===== src/rtl/hpdpc_pkg.sv =====
// hpdpc_pkg: offsets, field layouts, reset values and state type of the
// hub port-disable and power configuration bank.
// assumes one 20 MHz core clock and an 8-bit register port.
package hpdpc_pkg;

  // ==========================================================================
  // register offsets
  localparam logic [7:0] HPDPC_SP_MASK_OFS  = 8'h00e8;
  localparam logic [7:0] HPDPC_BP_MASK_OFS  = 8'h00e9;
  localparam logic [7:0] HPDPC_BUDGET_OFS   = 8'h00ea;
  localparam logic [7:0] HPDPC_CTRL_OFS     = 8'h00f0;
  localparam logic [7:0] HPDPC_STATUS_OFS   = 8'h00f1;

  // ==========================================================================
  // field layouts
  localparam logic [7:0] HPDPC_MASK_IMPL    = 8'h000e;  // bits 3:1 govern ports 3:1
  localparam logic [7:0] HPDPC_CTRL_IMPL    = 8'h000f;  // bit 0 compound, 3:1 non-removable
  localparam int         HPDPC_CTRL_COMPOUND = 0;
  localparam int         HPDPC_STAT_COUNT_LSB = 4;

  // ==========================================================================
  // reset values
  localparam logic [7:0] HPDPC_SP_MASK_RST  = 8'h0000;
  localparam logic [7:0] HPDPC_BP_MASK_RST  = 8'h0000;
  localparam logic [7:0] HPDPC_BUDGET_RST   = 8'h0000;
  localparam logic [7:0] HPDPC_CTRL_RST     = 8'h0000;

  // ==========================================================================
  // strap codes for the internal default option, as disabled-port masks
  localparam logic [3:1] HPDPC_STRAP_00     = 3'h0;  // all ports on
  localparam logic [3:1] HPDPC_STRAP_01     = 3'h4;  // port 3 off
  localparam logic [3:1] HPDPC_STRAP_10     = 3'h6;  // ports 3 and 2 off
  localparam logic [3:1] HPDPC_STRAP_11     = 3'h2;  // port 2 off

  typedef struct packed {
    logic [7:0] sp_mask;
    logic [7:0] bp_mask;
    logic [7:0] budget;
    logic [7:0] ctrl;
    logic [7:0] rd_data;
    logic [3:1] active;
    logic [1:0] count;
    logic [5:0] log_num;
    logic [3:1] phys_en;
    logic [8:0] budget_ma;
    logic [3:1] nonrem_log;
  } hpdpc_state_t;

endpackage : hpdpc_pkg


===== src/rtl/hpdpc_cfg.sv =====
// hpdpc_cfg: port-disable masks, self-powered current budget and the port
// renumbering they imply, plus the gate on host port enables.
// assumes synchronous inputs, one 20 MHz clock, and a register master that
// issues one-cycle strobes and never expects a wait.
//
// Contract
// RQ1: mask bit clear means port available, set means port disabled.
// RQ2: host can never enable a port the active mask disables.
// RQ3: report count of enabled ports and renumber active ports contiguously.
// RQ4: mask bits 1..3 govern ports 1..3; bit 0 and upper bits do nothing.
// RQ5: self-powered operation takes disabled ports from the self-powered mask.
// RQ6: bus-powered operation takes disabled ports from the bus-powered mask.
// RQ7: internal default option takes disabled ports from the two strap pins.
// RQ8: configuring party keeps bit 1 clear so the card reader enumerates.
// RQ9: self-powered budget reported to host at two milliamperes per count.
// RQ10: configuring party adds embedded peripheral draw when it declares zero.
// RQ11: configuring party keeps self-powered budget at or below 100 mA.
// RQ12: compound flag is reported; attached ports are declared non-removable.
// RQ13: reserved mask bits ignore writes and read as zero.
`timescale 1ns/1ps

module hpdpc_cfg
  import hpdpc_pkg::*;
(
  input  wire logic       ref_clk,
  input  wire logic       rst_n,
  input  wire logic [7:0] addr,
  input  wire logic [7:0] wr_data,
  input  wire logic       wr_en,
  input  wire logic       rd_en,
  output logic      [7:0] rd_data,
  input  wire logic       self_powered,
  input  wire logic       use_internal_default,
  input  wire logic [1:0] port_off_strap_pins,
  input  wire logic [3:1] host_port_en_logical,
  output logic      [3:1] port_active,
  output logic      [1:0] reported_port_count,
  output logic      [5:0] logical_port_num,
  output logic      [3:1] phys_port_en,
  output logic      [8:0] current_budget_ma,
  output logic            compound_device,
  output logic      [3:1] nonremovable_logical
);

  // ==========================================================================
  // decoding helpers
  function automatic logic [3:1] strap_decode(input logic [1:0] code);
    case (code)
      2'h0:    strap_decode = HPDPC_STRAP_00;
      2'h1:    strap_decode = HPDPC_STRAP_01;
      2'h2:    strap_decode = HPDPC_STRAP_10;
      default: strap_decode = HPDPC_STRAP_11;
    endcase
  endfunction : strap_decode

  // logical number of each physical port, 2 bits per port, 0 when hidden
  function automatic logic [5:0] renumber(input logic [3:1] act);
    logic [1:0] n;
    n = 2'h0;
    renumber = 6'h00;
    for (int p = 1; p <= 3; p++) begin
      if (act[p]) begin
        n = n + 2'h1;
        renumber[2*(p-1) +: 2] = n;
      end
    end
  endfunction : renumber

  function automatic logic [1:0] count_on(input logic [3:1] act);
    count_on = {1'b0, act[1]} + {1'b0, act[2]} + {1'b0, act[3]};
  endfunction : count_on

  hpdpc_state_t st;
  hpdpc_state_t next_st;
  logic [3:1]   sel_off;

  // ==========================================================================
  // disabled-port selection
  always_comb begin
    if (use_internal_default) begin
      sel_off = strap_decode(port_off_strap_pins);  // RQ7
    end else if (self_powered) begin
      sel_off = st.sp_mask[3:1];  // RQ5 RQ4
    end else begin
      sel_off = st.bp_mask[3:1];  // RQ6 RQ4
    end
  end

  // ==========================================================================
  // next state
  always_comb begin
    next_st = st;
    if (wr_en) begin
      case (addr)
        HPDPC_SP_MASK_OFS: next_st.sp_mask = wr_data & HPDPC_MASK_IMPL;  // RQ13
        HPDPC_BP_MASK_OFS: next_st.bp_mask = wr_data & HPDPC_MASK_IMPL;  // RQ13
        HPDPC_BUDGET_OFS:  next_st.budget  = wr_data;
        HPDPC_CTRL_OFS:    next_st.ctrl    = wr_data & HPDPC_CTRL_IMPL;
        default:           next_st.ctrl    = st.ctrl;
      endcase
    end
    next_st.rd_data = 8'h00;
    if (rd_en) begin
      case (addr)
        HPDPC_SP_MASK_OFS: next_st.rd_data = st.sp_mask;
        HPDPC_BP_MASK_OFS: next_st.rd_data = st.bp_mask;
        HPDPC_BUDGET_OFS:  next_st.rd_data = st.budget;
        HPDPC_CTRL_OFS:    next_st.rd_data = st.ctrl;
        HPDPC_STATUS_OFS:  next_st.rd_data = {2'h0, st.count, st.active, 1'b0};
        default:           next_st.rd_data = 8'h00;
      endcase
    end
    // a clear bit means available, so the active set is the complement
    next_st.active = ~sel_off;  // RQ1
    next_st.count  = count_on(~sel_off);  // RQ3
    next_st.log_num = renumber(~sel_off);  // RQ3
    // host asks by logical number; a hidden port has no number to ask by
    for (int p = 1; p <= 3; p++) begin
      next_st.phys_en[p] = 1'b0;
      next_st.nonrem_log[p] = 1'b0;
    end
    for (int p = 1; p <= 3; p++) begin
      if (!sel_off[p]) begin
        next_st.phys_en[p] =
          host_port_en_logical[next_st.log_num[2*(p-1) +: 2]];  // RQ2
        next_st.nonrem_log[next_st.log_num[2*(p-1) +: 2]] = st.ctrl[p];  // RQ12
      end
    end
    next_st.budget_ma = {st.budget, 1'b0};  // RQ9
  end

  always_ff @(posedge ref_clk) begin
    if (!rst_n) begin
      st            <= '0;
      st.sp_mask    <= HPDPC_SP_MASK_RST;
      st.bp_mask    <= HPDPC_BP_MASK_RST;
      st.budget     <= HPDPC_BUDGET_RST;
      st.ctrl       <= HPDPC_CTRL_RST;
    end else begin
      st <= next_st;
    end
  end

  assign rd_data              = st.rd_data;
  assign port_active          = st.active;
  assign reported_port_count  = st.count;
  assign logical_port_num     = st.log_num;
  assign phys_port_en         = st.phys_en;
  assign current_budget_ma    = st.budget_ma;
  assign compound_device      = st.ctrl[HPDPC_CTRL_COMPOUND];  // RQ12
  assign nonremovable_logical = st.nonrem_log;
endmodule : hpdpc_cfg


===== config.mk =====
export PLATFORM = sky130hd
export DESIGN_NAME = hpdpc_cfg
export DESIGN_NICKNAME = d
export VERILOG_FILES = /design/src/rtl/hpdpc_pkg.sv /design/src/rtl/hpdpc_cfg.sv
export SDC_FILE = /design/constraint.sdc
export NUM_CORES = 1
export LEC_CHECK = 0
export BUFFER_PORTS_ARGS = -buffer_cell sky130_fd_sc_hd__buf_2
export CORE_MARGIN = 5
export CORE_UTILIZATION = 45
export DETAILED_ROUTE_END_ITERATION = 10
export GPL_TIMING_DRIVEN = 1
export PLACE_DENSITY = 0.69
export SKIP_LAST_GASP = 1
export SLEW_MARGIN = 20
export SYNTH_ARGS = -nofsm -noshare
export SYNTH_HDL_FRONTEND = slang
export SYNTH_SLANG_ARGS = --single-unit

===== constraint.sdc =====
create_clock -name ref_clk -period 2.2 [get_ports ref_clk]
set_input_delay 0.22 -clock ref_clk [delete_from_list [all_inputs] [get_ports ref_clk]]
set_output_delay 0.22 -clock ref_clk [all_outputs]
set_load 0.005 [all_outputs]

==> impl_metrics.ini, run 1 <==
[critical_path]
startpoint_type = register
critPathRequiredTime_ns = 2.43
path_class = register to register
crit_path_max_fanout = 6
cp-end-kind = register
cp_data_arrival_time_ns = 2.14

[global_route]
grtUsageTotal = 0.1466
antenna_found_initial = 0
grt_pass1_vias = 1542
grt-ovfl-total = 0
grt_pass1_wl_um = 7445
grt_start_max_net_pins = 39

[yosys]
yosysSeqAreaShare = 0.4220
yosys_register_bits = 49
synth.area.top_cells = dfxtp_1, buf_4, mux2i_1, a21bo_2, and2_1
synth-edff-count = 0
synth_top_cell_by_area = dfxtp_1
async_reset_ff_frac = 0
syn_avg_cell_area_sq_um = 9.567
yosys_warnings = 0
synth.top_cell.area_share = 0.4220
ys.flop_type = dfxtp_1
synthCells = 243
yosysUniqueCellTypes = 42
synth_area_sq_um = 2325

[timing]
fin_tns_setup_ns = 0
setup_viol = 0
drv_slew = 0
finalClockSkew_ns = 0.006935
rsz0062_at_grt = no
relSlewSlack = 0.5416
fin_crit_ns = 1.910
fmax_mhz = 523.5
min_period_over_period = 0.8682
setup_slack_ns = 0.2899
worst_pin_slew_ns = 0.6846
hold_viol_final = 0

[job]
drv_cap = 0

[routing]
routed-via-count = 1684
viasPerCell = 4.968
routedWlPerCell_um = 13.48
drt-total-wl_um = 4570
drc_errors = 0
dr_wl_met2_um = 2114
route.met3.wl_um = 262
ant_nets = 0
top_layer = met4
drt_iter0_drc = 122
firstDrtPassIters = 4
wl_met1_um = 2154

[floorplan]
fp.dieW_um = 81.88
std_cell_rows = 26
initial_core_util = 0.4581
io_pins = 62
dieHeight_um = 81.88
die-area_sq_um = 6704
core_region_area_sq_um = 5075

[clocking]
clk_latency_ns = 0.30
h-tree-depth = 2
post-cts-setup-buffers = 0
cts_resized = 0
cts_buffers = 5
hold_buffers = 0
cts-root-buf = clkbuf_8
cts_tree = yes
cts.clk_slew.worst_paths_ns = 0.09
cts.path.max_buffers = 2
cts.sinks = 49

[finish]
utilization = 0.4953
multi_input_area_sq_um = 1015
layout.area.seq_sq_um = 980.9
fin_nets = 299
drive_above_1_share = 0.3160
n_antenna_cell = 0
fillers = 519
area_growth_pct = 8.127

[power_and_ir_drop]
p_leak_nw = 1.082
power_density_nw_per_um2 = 619.9
ir_drop_v = 0.0002218
finalPower_mw = 1.558

[placement]
dp_slack_ns = 0.2704
finalWeightedCongestion = 0.7863
numPortBuffers = 59
dp_hpwl_um = 3511

[run_status]
status = completed

[min_path]
hold_class = input port to register
==> worst paths after layout <==
check / start / end / slack, ns / cells after the start
hold reg to reg: next_st[10] / rd_data[6] / 0.43 / 2
setup reg to reg: st[59] / nonremovable_logical[1] / 0.29 / 6
hold / removal: host_port_en_logical[1] / phys_port_en[1] / 0.18 / 2
setup / recovery: st[59] / nonremovable_logical[1] / 0.29 / 6
==> cell families after synthesis <==
| group | Yosys count | synth area share |
|---|---|---|
| muxes | 17 | 0.07696 |
| adders and majority gates | 4 | 0.02153 |
| AOI/OAI and AO/OA | 32 | 0.1152 |
| DFF | 49 | 0.4220 |
| buffers and inverters | 52 | 0.1432 |
| and+or+nand+nor | 87 | 0.2158 |
| xor gates and xnor gates | 1 | 0.003768 |
| other | 1 | 0.001613 |
==> registers in the layout (all words and copies together) (netlist names) <==
name	cells
logical_port_num	4
next_st	8
current_budget_ma	8
rd_data	8
reported_port_count	2
phys_port_en	3
port_active	3
nonremovable_logical	3
st	9
compound_device	1
==> stage by stage <==
step,instance area (sq um),hold WS (ns),std cells
6_report,2514,0.1798,339
5_1_grt,2514,0.1916,339
4_1_cts,2514,0.1829,339
3_5_place_dp,2427,0.4187,331
3_3_place_gp,2427,0.4158,331
2_1_floorplan,2328,0.3659,244
==> area by class of cell <==
type                            instances  area share
Inverter                                7     0.01045
Clock inverter                          2    0.005475
Multi-Input combinational cell        143      0.4037
Sequential cell                        49      0.3902
Clock buffer                            6     0.02887
Tap cell                               70     0.03484
Timing Repair Buffer                   62      0.1264
==> cell usage in the layout (no fill, tap or decap), types with 4 or more instances in the layout <==
cell / instances
clkbuf_8: 5
and2_1: 12
nor2_1: 12
a21bo_2: 8
nand3b_1: 6
nand3_1: 10
nand4_1: 8
mux2i_1: 13
ha_1: 4
buf_2: 59
inv_1: 7
dfxtp_1: 49
nand2_1: 12
nor2b_1: 10
==> where the power goes <==
group,internal (mW),total [mW],switching (mW)
clock,0.227,0.520,0.293
combinational,0.0603,0.132,0.0720
sequential,0.900,0.906,0.00535
==> critical path, cell delays in order (launching register included) <==
cell and delay [ns]:
dfxtp_1 0.40, mux2i_1 0.10, nor2_1 0.21, inv_1 0.12
ha_1 0.38, or4b_1 0.48, a31oi_1 0.16
==> cell usage after synthesis, drive strengths merged, types with 4 or more instances <==
master	number
a21bo	8
and2	12
buf	37
clkbuf	8
dfxtp	49
ha	4
inv	7
mux2	4
mux2i	13
nand2	12
nand3	10
nand3b	6
nand4	8
nor2	12
nor2b	10
==> per-layer routing <==
metal  vias to the layer above  track usage
met5                         -            0
met4                         0      0.04983
met3                         4      0.03838
met2                        43       0.2124
met1                       786       0.2093
li1                        851            -
No activity file was read; power rests on OpenSTA's default activity.
==> inputs of run 2 (changes only) <==
- PLACE_DENSITY: 0.69 -> 0.8
==> impl_metrics.ini, run 2 (same netlist as run 1, synthesis figures left out) <==
[clocking]
cts_tree = yes
cts.clk_slew.worst_paths_ns = 0.08
post-cts-setup-buffers = 0
cts.sinks = 49
cts_resized = 0
hold_buffers = 0
h-tree-depth = 2
cts-root-buf = clkbuf_8
cts.path.max_buffers = 2
clk_latency_ns = 0.30
cts_buffers = 5

[finish]
layout.area.seq_sq_um = 980.9
layout_commonest_cell = buf_2
utilization = 0.4938
area_growth_pct = 7.804
n_antenna_cell = 0
final_cell_mix = buf_2, dfxtp_1, mux2i_1
largest_register_ffs = 9
top_register = st
fin_nets = 298
drive_above_1_share = 0.3134
fillers = 516
stdcell_count = 338
multi_input_area_sq_um = 1015
postLayoutCellArea_sq_um = 2506

[critical_path]
crit_buf_inv = 0
crit_path_max_fanout = 6
path_class = register to register
cp_slowest_cell = or4b_1
cp_data_arrival_time_ns = 2.19
crit_chain = mux2_2, o22ai_2, ha_1, or4b_1, a31oi_1
cp-end-kind = register
startpoint_type = register
slowest_delay_ns = 0.47
rr_worst_depth = 5
crit_cells = 5
critPathRequiredTime_ns = 2.42
path_delay_family = simple AND/OR/NAND/NOR gates

[placement]
dp_slack_ns = 0.1144
numPortBuffers = 59
dp_hpwl_um = 3648
place_inst = 330
postPlaceCellArea_sq_um = 2420
finalWeightedCongestion = 0.8017

[routing]
drt-total-wl_um = 4665
routedWlPerCell_um = 13.80
drc_errors = 0
routed-via-count = 1679
ant_nets = 0
drt_iter0_drc = 79
firstDrtPassIters = 4
viasPerCell = 4.967

[global_route]
grtUsageTotal = 0.1484
grt-ovfl-total = 0
antenna_found_initial = 0
grt_start_max_net_pins = 39
grt_pass1_wl_um = 7596
grt_pass1_vias = 1723

[timing]
fin_tns_setup_ns = 0
relSlewSlack = 0.5568
worst_pin_slew_ns = 0.6619
setup_slack_ns = 0.2295
drv_slew = 0
min_period_over_period = 0.8957
setup_viol = 0
fin_crit_ns = 1.970
hold-worst-slack_ns = 0.1941
finalClockSkew_ns = 0.007598
rsz0062_at_grt = no
hold_viol_final = 0
fmax_mhz = 507.5

[floorplan]
dieHeight_um = 81.88
std_cell_rows = 26
fp.dieW_um = 81.88
initial_core_util = 0.4581
io_pins = 62
die-area_sq_um = 6704
core_region_area_sq_um = 5075

[job]
drv_cap = 0

[run_status]
status = completed

[power_and_ir_drop]
finalPower_mw = 1.553
power_density_nw_per_um2 = 619.7
p_leak_nw = 1.078
ir_drop_v = 0.0002778

[min_path]
hold_class = input port to register
worstHoldPathCells = 2
==> run 2: layer usage <==
| layer | share of wire | wire (um) | GRT usage | vias to the layer above |
|---|---|---|---|---|
| li1 | - | - | - | 848 |
| met1 | 0.44 | 2030 | 0.1809 | 778 |
| met3 | 0.059 | 274 | 0.02961 | 9 |
| met4 | 0.019 | 89 | 0.07807 | 0 |
| met5 | 0 | 0 | 0 | - |
| met2 | 0.49 | 2271 | 0.2456 | 44 |
==> run 2: power by group <==
group / internal, mW / total [mW] / switching, mW
Combinational: 0.0588 / 0.132 / 0.0729
Sequential: 0.900 / 0.906 / 0.00525
Clock: 0.227 / 0.516 / 0.289
==> run 2: path summary, 6_finish.rpt <==
check                           from                      end  slack [ns]
max                           st[60]  nonremovable_logical[1]        0.23
min          host_port_en_logical[1]          phys_port_en[1]        0.19
max reg2reg                   st[60]  nonremovable_logical[1]        0.23
min reg2reg              next_st[10]               rd_data[6]        0.43
==> run 2: final cells by class <==
| class | count | share of cell area |
|---|---|---|
| multi-input combinational | 143 | 0.4049 |
| sequential | 49 | 0.3914 |
| timing repair buffer | 61 | 0.1238 |
| tap | 70 | 0.03495 |
| clock buffer | 6 | 0.02896 |
| inverter | 7 | 0.01048 |
| clock inverter | 2 | 0.005492 |
